File: config.mk
export PLATFORM = sky130hd
export DESIGN_NAME = qadc_digital_config
export DESIGN_NICKNAME = d
export VERILOG_FILES = /design/src/rtl/qadc_pkg.sv /design/src/rtl/qadc_digital_config.sv
export SDC_FILE = /design/constraint.sdc
export NUM_CORES = 2
export LEC_CHECK = 0
export ABC_AREA = 1
export BUFFER_PORTS_ARGS = -buffer_cell sky130_fd_sc_hd__buf_4
export CAP_MARGIN = 20
export CORE_MARGIN = 1.5
export CORE_UTILIZATION = 50
export CTS_BUF_LIST = sky130_fd_sc_hd__clkbuf_4
export CTS_CLUSTER_SIZE = 24
export DETAILED_ROUTE_END_ITERATION = 12
export PLACE_DENSITY = 0.67
export SYNTH_ARGS = -nofsm -noshare
export SYNTH_HDL_FRONTEND = slang
export SYNTH_SLANG_ARGS = --single-unit
File: constraint.sdc
create_clock -name aclk -period 10.5 [get_ports aclk]
set_input_delay 1.575 -clock aclk [delete_from_list [all_inputs] [get_ports aclk]]
set_output_delay 1.575 -clock aclk [all_outputs]
set_load 0.05 [all_outputs]
File: src/rtl/qadc_pkg.sv
package qadc_pkg;
	// Timing
	localparam int CLK_MHZ = 10;
	localparam int WAKE_SLOW_US = 100;
	localparam int WAKE_FAST_US = 10;
	localparam int WAKE_SLOW_CYC = WAKE_SLOW_US * CLK_MHZ;
	localparam int WAKE_FAST_CYC = WAKE_FAST_US * CLK_MHZ;
	localparam int FAST_OVR_LAT = 7;
	// Register indices, byte address is four times the index
	localparam logic [7:0] IDX_CH_B = 8'h25;
	localparam logic [7:0] IDX_CH_A = 8'h2B;
	localparam logic [7:0] IDX_CH_D = 8'h31;
	localparam logic [7:0] IDX_CH_C = 8'h37;
	localparam logic [7:0] IDX_FIX = 8'h3D;
	localparam logic [7:0] IDX_WORD_HI = 8'h3F;
	localparam logic [7:0] IDX_WORD_LO = 8'h40;
	localparam logic [7:0] IDX_FEAT = 8'h42;
	localparam logic [7:0] IDX_OVP = 8'h45;
	localparam logic [7:0] IDX_SLOW_A = 8'h4A;
	localparam logic [7:0] IDX_SLOW_B = 8'h62;
	localparam logic [7:0] IDX_SLOW_D = 8'h7A;
	localparam logic [7:0] IDX_SLOW_C = 8'h92;
	localparam logic [7:0] IDX_FIX2 = 8'hCF;
	localparam logic [7:0] RST_VAL = 8'h00;
	// Field positions
	localparam int SKIP_BIT = 3;
	localparam int FIX1_BIT = 5;
	localparam int FIX2_BIT = 3;
	localparam int FEAT_BIT = 3;
	localparam int LSBOFF_BIT = 4;
	localparam int KIND_BIT = 3;
	localparam int GPD_BIT = 2;
	localparam int ROLE_BIT = 0;
	localparam int SLOW_BIT = 0;
	// Data constants
	localparam logic [13:0] MID_CODE = 14'h1FFF;
	localparam logic [13:0] TOGGLE_A = 14'h1555;
	localparam logic [13:0] TOGGLE_B = 14'h2AAA;
	localparam logic [13:0] FULL_CODE = 14'h3FFF;
	localparam logic [3:0] GAIN_MAX = 4'hC;
	localparam logic [1:0] RESP_OKAY = 2'h0;
	localparam logic [1:0] RESP_SLVERR = 2'h2;
	typedef enum logic [2:0] {
		PAT_DATA = 3'h0,
		PAT_ZERO = 3'h1,
		PAT_ONE = 3'h2,
		PAT_TOGGLE = 3'h3,
		PAT_RAMP = 3'h4,
		PAT_USER = 3'h5
	} qadc_pattern_t;
	typedef enum logic [2:0] {
		PW_DOWN = 3'b001,
		PW_WAKE = 3'b010,
		PW_RUN = 3'b100
	} qadc_power_t;
endpackage

File: src/rtl/qadc_digital_config.sv
`timescale 1ns/1ps
module qadc_digital_config (
	// Clock and reset
	input wire logic aclk,
	input wire logic aresetn,
	// AXI4-Lite write
	input wire logic [11:0] awaddr,
	input wire logic awvalid,
	output logic awready,
	input wire logic [31:0] wdata,
	input wire logic [3:0] wstrb,
	input wire logic wvalid,
	output logic wready,
	output logic [1:0] bresp,
	output logic bvalid,
	input wire logic bready,
	// AXI4-Lite read
	input wire logic [11:0] araddr,
	input wire logic arvalid,
	output logic arready,
	output logic [31:0] rdata,
	output logic [1:0] rresp,
	output logic rvalid,
	input wire logic rready,
	// Converter side
	input wire logic sample_valid,
	input wire logic [3:0][13:0] adc_data,
	input wire logic [3:0] overload_fast,
	input wire logic [3:0] overload_normal,
	input wire logic shutdown_pin,
	// Receiver side
	output logic out_valid,
	output logic [3:0][13:0] out_data,
	output logic [3:0] overrange_flag,
	output logic [3:0] slow_rate_mode,
	output logic global_down,
	output logic standby
);

	////////////////////////////////////////////////////////////////////////
	logic [7:0] ch_cfg [4];
	logic fix1, fix2, feat, lsb_off, kind, gpd, role;
	logic [13:0] word;
	logic aw_hit;
	logic [7:0] aw_idx;
	logic [7:0] wd;
	qadc_pkg::qadc_power_t pstate;
	logic [9:0] wake_cnt;
	logic slow_wake;
	logic down_req, stby_req, run;
	logic [13:0] ramp;
	logic tog;
	logic [3:0][6:0] fast_sh;
	logic signed [21:0] dc [4];
	logic [3:0][13:0] proc;
	logic [3:0] flag_sel;

	function automatic logic mapped(input logic [11:0] a);
		logic [7:0] i;
		i = a[9:2];
		mapped = a[11:10] == 2'h0 && (i == qadc_pkg::IDX_CH_A || i == qadc_pkg::IDX_CH_B
			|| i == qadc_pkg::IDX_CH_C || i == qadc_pkg::IDX_CH_D || i == qadc_pkg::IDX_FIX
			|| i == qadc_pkg::IDX_WORD_HI || i == qadc_pkg::IDX_WORD_LO
			|| i == qadc_pkg::IDX_FEAT || i == qadc_pkg::IDX_OVP || i == qadc_pkg::IDX_FIX2
			|| i == qadc_pkg::IDX_SLOW_A || i == qadc_pkg::IDX_SLOW_B
			|| i == qadc_pkg::IDX_SLOW_C || i == qadc_pkg::IDX_SLOW_D);
	endfunction

	function automatic logic [7:0] read_reg(input logic [7:0] i);
		case (i)
			qadc_pkg::IDX_CH_A: read_reg = ch_cfg[0];
			qadc_pkg::IDX_CH_B: read_reg = ch_cfg[1];
			qadc_pkg::IDX_CH_C: read_reg = ch_cfg[2];
			qadc_pkg::IDX_CH_D: read_reg = ch_cfg[3];
			qadc_pkg::IDX_FIX: read_reg = 8'(fix1) << qadc_pkg::FIX1_BIT;
			qadc_pkg::IDX_WORD_HI: read_reg = {2'h0, word[13:8]};
			qadc_pkg::IDX_WORD_LO: read_reg = word[7:0];
			qadc_pkg::IDX_FEAT: read_reg = 8'(feat) << qadc_pkg::FEAT_BIT;
			qadc_pkg::IDX_OVP: read_reg = (8'(lsb_off) << qadc_pkg::LSBOFF_BIT)
				| (8'(kind) << qadc_pkg::KIND_BIT) | (8'(gpd) << qadc_pkg::GPD_BIT)
				| (8'(role) << qadc_pkg::ROLE_BIT);
			qadc_pkg::IDX_FIX2: read_reg = 8'(fix2) << qadc_pkg::FIX2_BIT;
			qadc_pkg::IDX_SLOW_A: read_reg = {7'h00, slow_rate_mode[0]};
			qadc_pkg::IDX_SLOW_B: read_reg = {7'h00, slow_rate_mode[1]};
			qadc_pkg::IDX_SLOW_C: read_reg = {7'h00, slow_rate_mode[2]};
			qadc_pkg::IDX_SLOW_D: read_reg = {7'h00, slow_rate_mode[3]};
			default: read_reg = 8'h00;
		endcase
	endfunction

	// Gain factor, 4096 is unity; codes above the top step clamp to 6 dB
	function automatic logic [13:0] gain_q12(input logic [3:0] g);
		case (g)
			4'h0: gain_q12 = 14'h1000;
			4'h1: gain_q12 = 14'h10F3;
			4'h2: gain_q12 = 14'h11F4;
			4'h3: gain_q12 = 14'h1304;
			4'h4: gain_q12 = 14'h1425;
			4'h5: gain_q12 = 14'h1557;
			4'h6: gain_q12 = 14'h169A;
			4'h7: gain_q12 = 14'h17F1;
			4'h8: gain_q12 = 14'h195C;
			4'h9: gain_q12 = 14'h1ADD;
			4'hA: gain_q12 = 14'h1C74;
			4'hB: gain_q12 = 14'h1E24;
			default: gain_q12 = 14'h1FED;
		endcase
	endfunction

	function automatic logic [13:0] sat14(input logic signed [31:0] v);
		if (v < 0)
			sat14 = 14'h0000;
		else if (v > 32'sd16383)
			sat14 = qadc_pkg::FULL_CODE;
		else
			sat14 = v[13:0];
	endfunction

	// Gain is applied about mid-scale so the centre code stays put
	function automatic logic [13:0] apply_gain(input logic [13:0] x, input logic [3:0] g);
		logic signed [31:0] s;
		s = $signed({18'h0, x}) - 32'sd8192;
		s = (s * $signed({18'h0, gain_q12(g)})) >>> 12;
		apply_gain = sat14(s + 32'sd8192);
	endfunction

	////////////////////////////////////////////////////////////////////////
	// AXI4-Lite write: address and data taken in either order
	assign aw_hit = mapped(awaddr);
	assign wd = wdata[7:0];
	logic [7:0] hold_idx;
	logic hold_hit, hold_strb;
	logic [7:0] hold_data;

	always_ff @(posedge aclk) begin
		if (!aresetn) begin
			awready <= 1'b1;
			wready <= 1'b1;
			bvalid <= 1'b0;
			bresp <= qadc_pkg::RESP_OKAY;
			hold_idx <= 8'h00;
			hold_hit <= 1'b0;
			hold_strb <= 1'b0;
			hold_data <= 8'h00;
		end else begin
			if (awvalid && awready) begin
				awready <= 1'b0;
				hold_idx <= awaddr[9:2];
				hold_hit <= aw_hit;
			end
			if (wvalid && wready) begin
				wready <= 1'b0;
				hold_data <= wd;
				hold_strb <= wstrb[0];
			end
			if (!awready && !wready && !bvalid) begin
				bvalid <= 1'b1;
				bresp <= hold_hit ? qadc_pkg::RESP_OKAY : qadc_pkg::RESP_SLVERR;
			end
			if (bvalid && bready) begin
				bvalid <= 1'b0;
				awready <= 1'b1;
				wready <= 1'b1;
			end
		end
	end

	assign aw_idx = hold_idx;

	always_ff @(posedge aclk) begin
		if (!aresetn) begin
			for (int c = 0; c < 4; c++)
				ch_cfg[c] <= qadc_pkg::RST_VAL;
			{fix1, fix2, feat, lsb_off, kind, gpd, role} <= 7'h00;
			word <= 14'h0000;
			slow_rate_mode <= 4'h0;
		end else if (!awready && !wready && !bvalid && hold_hit && hold_strb) begin
			case (aw_idx)
				qadc_pkg::IDX_CH_A: ch_cfg[0] <= hold_data;
				qadc_pkg::IDX_CH_B: ch_cfg[1] <= hold_data;
				qadc_pkg::IDX_CH_C: ch_cfg[2] <= hold_data;
				qadc_pkg::IDX_CH_D: ch_cfg[3] <= hold_data;
				qadc_pkg::IDX_FIX: fix1 <= hold_data[qadc_pkg::FIX1_BIT];
				qadc_pkg::IDX_WORD_HI: word[13:8] <= hold_data[5:0];
				qadc_pkg::IDX_WORD_LO: word[7:0] <= hold_data;
				qadc_pkg::IDX_FEAT: feat <= hold_data[qadc_pkg::FEAT_BIT];
				qadc_pkg::IDX_OVP: begin
					lsb_off <= hold_data[qadc_pkg::LSBOFF_BIT];
					kind <= hold_data[qadc_pkg::KIND_BIT];
					gpd <= hold_data[qadc_pkg::GPD_BIT];
					role <= hold_data[qadc_pkg::ROLE_BIT];
				end
				qadc_pkg::IDX_FIX2: fix2 <= hold_data[qadc_pkg::FIX2_BIT];
				qadc_pkg::IDX_SLOW_A: slow_rate_mode[0] <= hold_data[qadc_pkg::SLOW_BIT];
				qadc_pkg::IDX_SLOW_B: slow_rate_mode[1] <= hold_data[qadc_pkg::SLOW_BIT];
				qadc_pkg::IDX_SLOW_C: slow_rate_mode[2] <= hold_data[qadc_pkg::SLOW_BIT];
				qadc_pkg::IDX_SLOW_D: slow_rate_mode[3] <= hold_data[qadc_pkg::SLOW_BIT];
				default: ;
			endcase
		end
	end

	// AXI4-Lite read, answered one cycle after the address is taken
	always_ff @(posedge aclk) begin
		if (!aresetn) begin
			arready <= 1'b1;
			rvalid <= 1'b0;
			rdata <= 32'h00000000;
			rresp <= qadc_pkg::RESP_OKAY;
		end else if (arvalid && arready) begin
			arready <= 1'b0;
			rvalid <= 1'b1;
			rdata <= {24'h000000, read_reg(araddr[9:2])};
			rresp <= mapped(araddr) ? qadc_pkg::RESP_OKAY : qadc_pkg::RESP_SLVERR;
		end else if (rvalid && rready) begin
			rvalid <= 1'b0;
			arready <= 1'b1;
		end
	end

	////////////////////////////////////////////////////////////////////////
	// Power sequencing
	assign down_req = gpd || (shutdown_pin && role);
	assign stby_req = shutdown_pin && !role;
	assign run = pstate == qadc_pkg::PW_RUN;

	always_ff @(posedge aclk) begin
		if (!aresetn) begin
			pstate <= qadc_pkg::PW_RUN;
			wake_cnt <= 10'h000;
			slow_wake <= 1'b0;
			global_down <= 1'b0;
			standby <= 1'b0;
		end else begin
			global_down <= down_req;
			standby <= stby_req;
			case (pstate)
				qadc_pkg::PW_RUN: begin
					if (down_req || stby_req) begin
						pstate <= qadc_pkg::PW_DOWN;
						slow_wake <= down_req;
					end
				end
				qadc_pkg::PW_DOWN: begin
					if (down_req)
						slow_wake <= 1'b1;
					if (!down_req && !stby_req) begin
						pstate <= qadc_pkg::PW_WAKE;
						wake_cnt <= slow_wake ? 10'(qadc_pkg::WAKE_SLOW_CYC)
							: 10'(qadc_pkg::WAKE_FAST_CYC);
					end
				end
				qadc_pkg::PW_WAKE: begin
					if (down_req || stby_req) begin
						pstate <= qadc_pkg::PW_DOWN;
						slow_wake <= down_req;
					end else if (wake_cnt == 10'h001) begin
						pstate <= qadc_pkg::PW_RUN;
					end else begin
						wake_cnt <= wake_cnt - 10'h001;
					end
				end
				default: pstate <= qadc_pkg::PW_DOWN;
			endcase
		end
	end

	////////////////////////////////////////////////////////////////////////
	// Shared pattern state and per-channel trackers
	always_ff @(posedge aclk) begin
		if (!aresetn) begin
			ramp <= 14'h0000;
			tog <= 1'b0;
			fast_sh <= '0;
			for (int c = 0; c < 4; c++)
				dc[c] <= 22'sd0;
		end else if (sample_valid) begin
			ramp <= ramp + 14'h0001;
			tog <= !tog;
			for (int c = 0; c < 4; c++) begin
				fast_sh[c] <= {fast_sh[c][5:0], overload_fast[c]};
				dc[c] <= dc[c] + ($signed({8'h00, adc_data[c]}) - 22'sd8191)
					- (dc[c] >>> 8);
			end
		end
	end

	always_comb begin
		for (int c = 0; c < 4; c++) begin
			proc[c] = adc_data[c];
			if (feat && fix1)
				proc[c] = sat14(32'($signed({1'b0, adc_data[c]})) - 32'(dc[c] >>> 8));
			if (feat && !ch_cfg[c][qadc_pkg::SKIP_BIT])
				proc[c] = apply_gain(proc[c], ch_cfg[c][7:4]);
			flag_sel[c] = kind ? overload_normal[c] : fast_sh[c][6];
		end
	end

	always_ff @(posedge aclk) begin
		if (!aresetn) begin
			out_valid <= 1'b0;
			out_data <= '0;
			overrange_flag <= 4'h0;
		end else if (!run) begin
			out_valid <= 1'b0;
			out_data <= '0;
			overrange_flag <= 4'h0;
		end else begin
			out_valid <= sample_valid;
			if (sample_valid) begin
				for (int c = 0; c < 4; c++) begin
					overrange_flag[c] <= flag_sel[c];
					case (ch_cfg[c][2:0])
						qadc_pkg::PAT_DATA: out_data[c] <= lsb_off ? proc[c]
							: {proc[c][13:1], flag_sel[c]};
						qadc_pkg::PAT_ZERO: out_data[c] <= 14'h0000;
						qadc_pkg::PAT_ONE: out_data[c] <= qadc_pkg::FULL_CODE;
						qadc_pkg::PAT_TOGGLE: out_data[c] <= tog ? qadc_pkg::TOGGLE_B
							: qadc_pkg::TOGGLE_A;
						qadc_pkg::PAT_RAMP: out_data[c] <= ramp;
						qadc_pkg::PAT_USER: out_data[c] <= word;
						default: out_data[c] <= 14'h0000;
					endcase
				end
			end
		end
	end

	////////////////////////////////////////////////////////////////////////
	chk_zero_pattern: assert property (@(posedge aclk) disable iff (!aresetn)
		run && sample_valid && ch_cfg[0][2:0] == 3'h1 |=> out_data[0] == 14'h0000)
		else $error("all-zero pattern wrong");
	chk_toggle_alt: assert property (@(posedge aclk) disable iff (!aresetn)
		run && sample_valid && ch_cfg[0][2:0] == 3'h3 ##1 run && sample_valid
		&& ch_cfg[0][2:0] == 3'h3 |=> out_data[0] == ~$past(out_data[0]))
		else $error("toggle pattern does not alternate");
	chk_ramp_step: assert property (@(posedge aclk) disable iff (!aresetn)
		sample_valid |=> ramp == 14'($past(ramp) + 14'h0001))
		else $error("ramp did not step");
	chk_user_word: assert property (@(posedge aclk) disable iff (!aresetn)
		run && sample_valid && ch_cfg[0][2:0] == 3'h5 |=> out_data[0] == $past(word))
		else $error("user word not shown");
	chk_gain_off: assert property (@(posedge aclk) disable iff (!aresetn)
		run && sample_valid && ch_cfg[0][2:0] == 3'h0 && lsb_off
		&& (!feat || (ch_cfg[0][3] && !fix1)) |=> out_data[0] == $past(adc_data[0]))
		else $error("data altered with gain off");
	chk_lsb_flag: assert property (@(posedge aclk) disable iff (!aresetn)
		run && sample_valid && ch_cfg[0][2:0] == 3'h0 && !lsb_off
		|=> out_data[0][0] == overrange_flag[0])
		else $error("overrange flag not on LSB");
	chk_fast_delay: assert property (@(posedge aclk) disable iff (!aresetn)
		sample_valid && overload_fast[0] ##1 (sample_valid && run && !kind)[*7]
		|=> overrange_flag[0])
		else $error("fast overrange latency wrong");
	chk_down_stop: assert property (@(posedge aclk) disable iff (!aresetn)
		gpd |=> !run && global_down ##1 !out_valid)
		else $error("global power down ignored");
	chk_wake_slow: assert property (@(posedge aclk) disable iff (!aresetn)
		pstate == qadc_pkg::PW_DOWN && slow_wake && !down_req && !stby_req
		|=> !run [*8])
		else $error("slow wake too short");

endmodule

# Word-level counts from Yosys, hierarchy flattened
# Memory sizes are Yosys's and may differ from the RTL's.
# Cells that the tools add are included.
# classes
add_sub_neg	26
n_reduce_logical	83
multipliers	4
eq_ne	69
magnitude_cmp	16
mux	89
bitwise	12
# ops
op	count
2-to-1 mux 14 bit	29
case mux 14 bit (5 select lines)	4
equality test 8 x 6 -> 1 bit (second input constant)	18
equality test 8 x 7 -> 1 bit (second input constant)	18
multiplier 15 x 15 -> 30 bit	4
case mux 8 bit (14 select lines)	1
adder 22 x 15 -> 22 bit	4
2-to-1 mux 22 bit	4
subtractor 22 x 14 -> 22 bit	4
adder 18 x 15 -> 19 bit (second input constant)	4
greater-than comparator 19 x 15 -> 1 bit (second input constant)	4
< comparator 19 x 1 -> 1 bit (second input constant)	4
greater-than comparator 16 x 15 -> 1 bit (second input constant)	4
< comparator 16 x 1 -> 1 bit (second input constant)	4
subtractor 15 x 14 -> 16 bit	4
subtractor 14 x 13 -> 15 bit (second input constant)	4
subtractor 14 x 14 -> 15 bit (second input constant)	4
equality test 8 bit (second input constant)	6
2-to-1 mux 10 bit	4
2-to-1 mux 1 bit	34
2-to-1 mux 8 bit	4
logical OR 1 bit	28
equality test 3 x 2 -> 1 bit (second input constant)	9
equality test 3 bit (second input constant)	9
other kinds (26)	87
# totals
in_bits	133
reg_bits	180
n_memories	6
mem_bits_ro	768
elab_cells	347
ramBits	120
output_inout_bits	108
# memory_table
name	words	word_bits	read_ports	rd_ports_with_merged_regs	wr	line	source
(name not given)	16	12	1	0	0	qadc_digital_config.sv:93	case (g)
(name not given)	16	12	1	0	0	qadc_digital_config.sv:93	
(name not given)	16	12	1	0	0	qadc_digital_config.sv:93	
(name not given)	16	12	1	0	0	qadc_digital_config.sv:93	
dc	4	22	4	0	4	qadc_digital_config.sv:54	logic signed [21:0] dc [4];
ch_cfg	4	8	4	0	4	qadc_digital_config.sv:41	logic [7:0] ch_cfg [4];

# Depth between registers and ports, before layout
# logic_depth
word_depth	16
mapped_depth	58
ltp_nobuf	58

# Least setup slack after synthesis
# No wires, ideal clock.
# synth_timing
kind	input -> register
startpoint	input port adc_data[42] (netlist bit)
endpoint	register out_data[45] (netlist bit)
path_stages	51
setup_ns	0.135
path_slack_ns	0.759
path_buffers	2
arrival_ns	9.606
t_required_ns	10.365
cell_sequence	inv_1 > ha_1 > inv_1 > fa_1 > nand2_1 > nand2_1 > nand3b_1 > nand2_1 > nand2_1 > nand3_1 > inv_1 > nand2_1 > nand2_2 > inv_1 > o21ai_0 > o21ai_0 > clkbuf_1 > nor2_1 > [... 15 more ...] > o21ai_1 > nand2_1 > nand2_1 > nand2_1 > inv_1 > ha_1 > nand3b_1 > a21oi_1 > nand2_1 > inv_1 > nand2_1 > nand2_2 > buf_6 > nand3_1 > o211ai_1 > nand2_1 > nand2_1 > a21oi_1
# synth_via
elab_chain_len	13
elab_cells_between_ends	15
classes_between	3 x add/sub; 1 x mul; 4 x order compare; 7 x mux
# synth_lines
item	line	source
start: declaration	qadc_digital_config.sv:27	input wire logic [3:0][13:0] adc_data,
subtractor 15 x 14 -> 16 bit	qadc_digital_config.sv:292	proc[c] = sat14(32'($signed({1'b0, adc_data[c]})) - 32'(dc[c] >>> 8));
greater-than comparator 16 x 15 -> 1 bit	qadc_digital_config.sv:113	else if (v > 32'sd16383)
2-to-1 mux 14 bit	qadc_digital_config.sv:113	
2-to-1 mux 14 bit	qadc_digital_config.sv:111	if (v < 0)
2-to-1 mux 14 bit (*)	qadc_digital_config.sv:291	if (feat && fix1)
subtractor 14 x 14 -> 15 bit	qadc_digital_config.sv:122	s = $signed({18'h0, x}) - 32'sd8192;
multiplier 15 x 15 -> 30 bit	qadc_digital_config.sv:123	s = (s * $signed({18'h0, gain_q12(g)})) >>> 12;
adder 18 x 15 -> 19 bit	qadc_digital_config.sv:124	apply_gain = sat14(s + 32'sd8192);
greater-than comparator 19 x 15 -> 1 bit	qadc_digital_config.sv:113	
2-to-1 mux 14 bit	qadc_digital_config.sv:113	
2-to-1 mux 14 bit	qadc_digital_config.sv:111	
2-to-1 mux 14 bit (*)	qadc_digital_config.sv:293	if (feat && !ch_cfg[c][qadc_pkg::SKIP_BIT])
case mux 14 bit (5 select lines) (*)	qadc_digital_config.sv:313	case (ch_cfg[c][2:0])
end signal: indexed assignment	qadc_digital_config.sv:314	qadc_pkg::PAT_DATA: out_data[c] <= lsb_off ? proc[c]
end signal: indexed assignment	qadc_digital_config.sv:317	qadc_pkg::PAT_ONE: out_data[c] <= qadc_pkg::FULL_CODE;
end signal: indexed assignment	qadc_digital_config.sv:318	qadc_pkg::PAT_TOGGLE: out_data[c] <= tog ? qadc_pkg::TOGGLE_B
end: declaration	qadc_digital_config.sv:33	output logic [3:0][13:0] out_data,
# Every way passes the cells marked *; elsewhere a longest branch is shown, timed or not.
# A chain may end at the register's enable or synchronous reset.

# Worst setup path in the final report
# layout_timing
startpoint	input port adc_data[42] (netlist bit)
endpoint	register out_data[42] (netlist bit)
# layout_via
elab_chain_len	14
elab_cells_between_ends	16
classes_between	3 x add/sub; 1 x mul; 4 x order compare; 8 x mux
# layout_lines
item	line
subtractor 15 x 14 -> 16 bit	qadc_digital_config.sv:292
greater-than comparator 16 x 15 -> 1 bit	qadc_digital_config.sv:113
2-to-1 mux 14 bit	qadc_digital_config.sv:113
2-to-1 mux 14 bit	qadc_digital_config.sv:111
2-to-1 mux 14 bit (*)	qadc_digital_config.sv:291
subtractor 14 x 14 -> 15 bit	qadc_digital_config.sv:122
multiplier 15 x 15 -> 30 bit	qadc_digital_config.sv:123
adder 18 x 15 -> 19 bit	qadc_digital_config.sv:124
greater-than comparator 19 x 15 -> 1 bit	qadc_digital_config.sv:113
2-to-1 mux 14 bit	qadc_digital_config.sv:113
2-to-1 mux 14 bit	qadc_digital_config.sv:111
2-to-1 mux 14 bit (*)	qadc_digital_config.sv:293
2-to-1 mux 1 bit (*)	qadc_digital_config.sv:314
case mux 14 bit (5 select lines) (*)	qadc_digital_config.sv:313
# Marks and branches as above.

==> metrics.yaml <==
grt_pass1_wl_um: 258000
cts_resized: 0
antenna_found_initial: 3
end_kind: "register"
routedWlPerCell_um: 17.6
die_h_um: 332
postRouteWirelength_um: 160000
cts_setup_buffers: 0
numCtsBuffers: 89
syn_inst: 7173
drive_above_1_share_pct: 10.1
crit_required_ns: 11.33
r2r_setup_slack_ns: 1.06
track_usage_pct: 29.4
cts_hold_buf: 0
start_util_pct: 50.5
worst_pin_slew_ns: 1.05
cts_tree: "built"
critical_path.max_stage_delay_ns: 0.77
ys.warnings.count: 0
via_count: 48410
slew_viol_final: 0
pre_cts_ws_ns: 0.00164
synth_area_um2: 54200
synth_edf_count: 120
fin_setup_tns_ns: 0
clock-root-buffer: "clkbuf_4"
synth-async-reset-ratio_pct: 0
maxSlewHeadroom_pct: 29.6
drv_cap: 0
rsz0062_at_grt: "false"
crit_path_max_fanout: 14
fin_util_pct: 56.0
core_um2: 107000
die_x_um: 332
status: "finished, final reports clean"
rows: 120
drt_pass1_iterations: 6
setup_violations: 0
crit_type: "primary input to register"
cts-htree-levels: 3
port_buffers: 183
avgSynthCellArea_um2: 7.56
hold_violations: 0
clock_tree.buffer_depth: 3
final_area_um2: 60200
startpoint_type: "primary input"
min_path_type: "register to register"
synthFlopType: "dfxtp_1"
critPathSlowestCell: "fa_1"
routabilityCongestion: 0.984
grt-ovfl-total: 0
worstHoldStart: "fast_sh[18]"
skew_ns: 0.148
drc_errors: 0
r2r_cells: 48
vias_per_cell: 5.33
cts.sinks: 298
post-route-period-util_pct: 91.9
grt_pass1_vias: 49242
crit_path_frequent_cell: "nand2_1"
ant_nets: 0
nets: 9020
synth-seq-cells: 298
fin_crit_ns: 9.65
die_area_um2: 110000
synthDistinctLibCells: 64
syn2layout_area_growth_pct: 11.0
dr.first_iter.drc_count: 3237
ys_seq_area_share_pct: 13.2
place_area_um2: 59000
clkTransAtPathRegs_ns: 0.07
r2r_end: "out_data[17]"
arrival_ns: 10.48
dpl.hpwl_um: 133000
io_pins: 241
whs_path_depth: 2
clk-insertion-delay-late_ns: 1.04
fin_ws_ns: 0.847
timing.rr.start: "dc[1][21]"
min_to: "fast_sh[19]"
fmax_mhz: 104
grt_start_max_net_pins: 68
cells in the final DEF, fill, tap and decap left out, types with 20 or more instances in the layout:
| cell | n |
|---|---|
| buf_4 | 493 |
| inv_1 | 1541 |
| clkbuf_4 | 128 |
| o211ai_1 | 20 |
| ha_1 | 463 |
| o21ai_0 | 258 |
| o21a_1 | 55 |
| fa_1 | 808 |
| o21ai_1 | 49 |
| nand2_2 | 53 |
| o22ai_1 | 98 |
| nor4_1 | 24 |
| dfxtp_1 | 178 |
| xor2_1 | 96 |
| a31oi_1 | 42 |
| edfxtp_1 | 120 |
| nand2_1 | 1319 |
| nand3b_1 | 37 |
| nand3_1 | 216 |
| xnor2_1 | 31 |
| clkinv_1 | 38 |
| a21oi_1 | 471 |
| nor3_1 | 106 |
| nor2_1 | 779 |
| nand4_1 | 44 |
| conb_1 | 26 |
cells by family (layout without fill, tap and decap cells):
family	after synthesis	in the layout	synth area share (%)
simple gates	2629	2629	20.2
buf+inv	1743	2227	12.4
fa+ha+maj	1271	1271	40.5
compound gates	1101	1101	11.5
flops	298	298	13.2
xor+xnor	130	130	2.14
other cells	1	32	0.00692
state kept, by name, indices dropped and copies added (netlist names), 3 cells and up:
| name | count |
|---|---|
| rdata | 8 |
| slow_rate_mode | 4 |
| out_data | 56 |
| fast_sh | 28 |
| word | 14 |
| aw_idx | 8 |
| hold_data | 8 |
| ramp | 14 |
| ch_cfg | 32 |
| overrange_flag | 4 |
| pstate | 3 |
| wake_cnt | 10 |
| dc | 88 |
critical path, delay by kind of cell:
kind,cells,cell delay [ns]
fa+ha+maj,10,4.32
compound gates,7,1.04
buf+inv,12,1.17
simple gates,25,2.36
Yosys cell counts (all sizes together) (14+ instances only):
cell,instances,area (um2)
nand3b,37,278
edfxtp,120,3600
ha,463,5790
clkinv,22,82.6
nand3,231,1230
a21oi,485,2480
a21o,17,128
o22ai,98,613
a31oi,42,263
xnor2,31,272
buf,44,333
nand2,1380,5360
nor4,24,150
o211ai,21,163
nor2,784,2980
o21ai,313,1600
clkbuf,124,465
xor2,99,890
dfxtp,178,3560
nor3,115,611
fa,808,16200
o21bai,14,116
inv,1553,5830
o21a,55,413
nand4,44,275
layout make-up:
type                       count  area, um2
clock inverter                29        143
tap                         1403       1760
multi-input combinational   5157      40500
antenna                        6       15.0
timing repair buffer         495       3740
sequential                   298       7170
inverter                    1575       5910
clock buffer                 128        961
fill                       10289      47200
metal layers:
layer  track usage (%)  share of wire (%)  vias up
met5                 0             0.0063        -
met4              12.3                4.3        2
met3              5.13                6.7      344
met2              50.0                 48     1497
li1                  -                  -    23316
met1              36.7                 41    23251
worst max-delay path by stage:
stage               cells after the start    startpoint  slack, ns           end
finish                                 54  adc_data[42]       0.85  out_data[42]
global route                           51  adc_data[14]       0.07  out_data[17]
CTS                                    52  adc_data[42]       0.93  out_data[46]
detailed placement                     52   adc_data[0]      0.002   out_data[0]
global placement                       52   adc_data[0]       0.09   out_data[0]
floorplan                              51  adc_data[42]       0.76  out_data[45]
stage by stage:
step                      std cells  hold slack (ns)
after floorplan                7198            0.438
after global placement         8926            0.454
after detailed placement       8927            0.460
after CTS                      9084            0.417
after global routing           9091            0.449
final                          9091            0.414
Power is left out: the tool's default activity adds up to more than one toggle a clock period on the data nets, which glitch-free logic cannot reach.
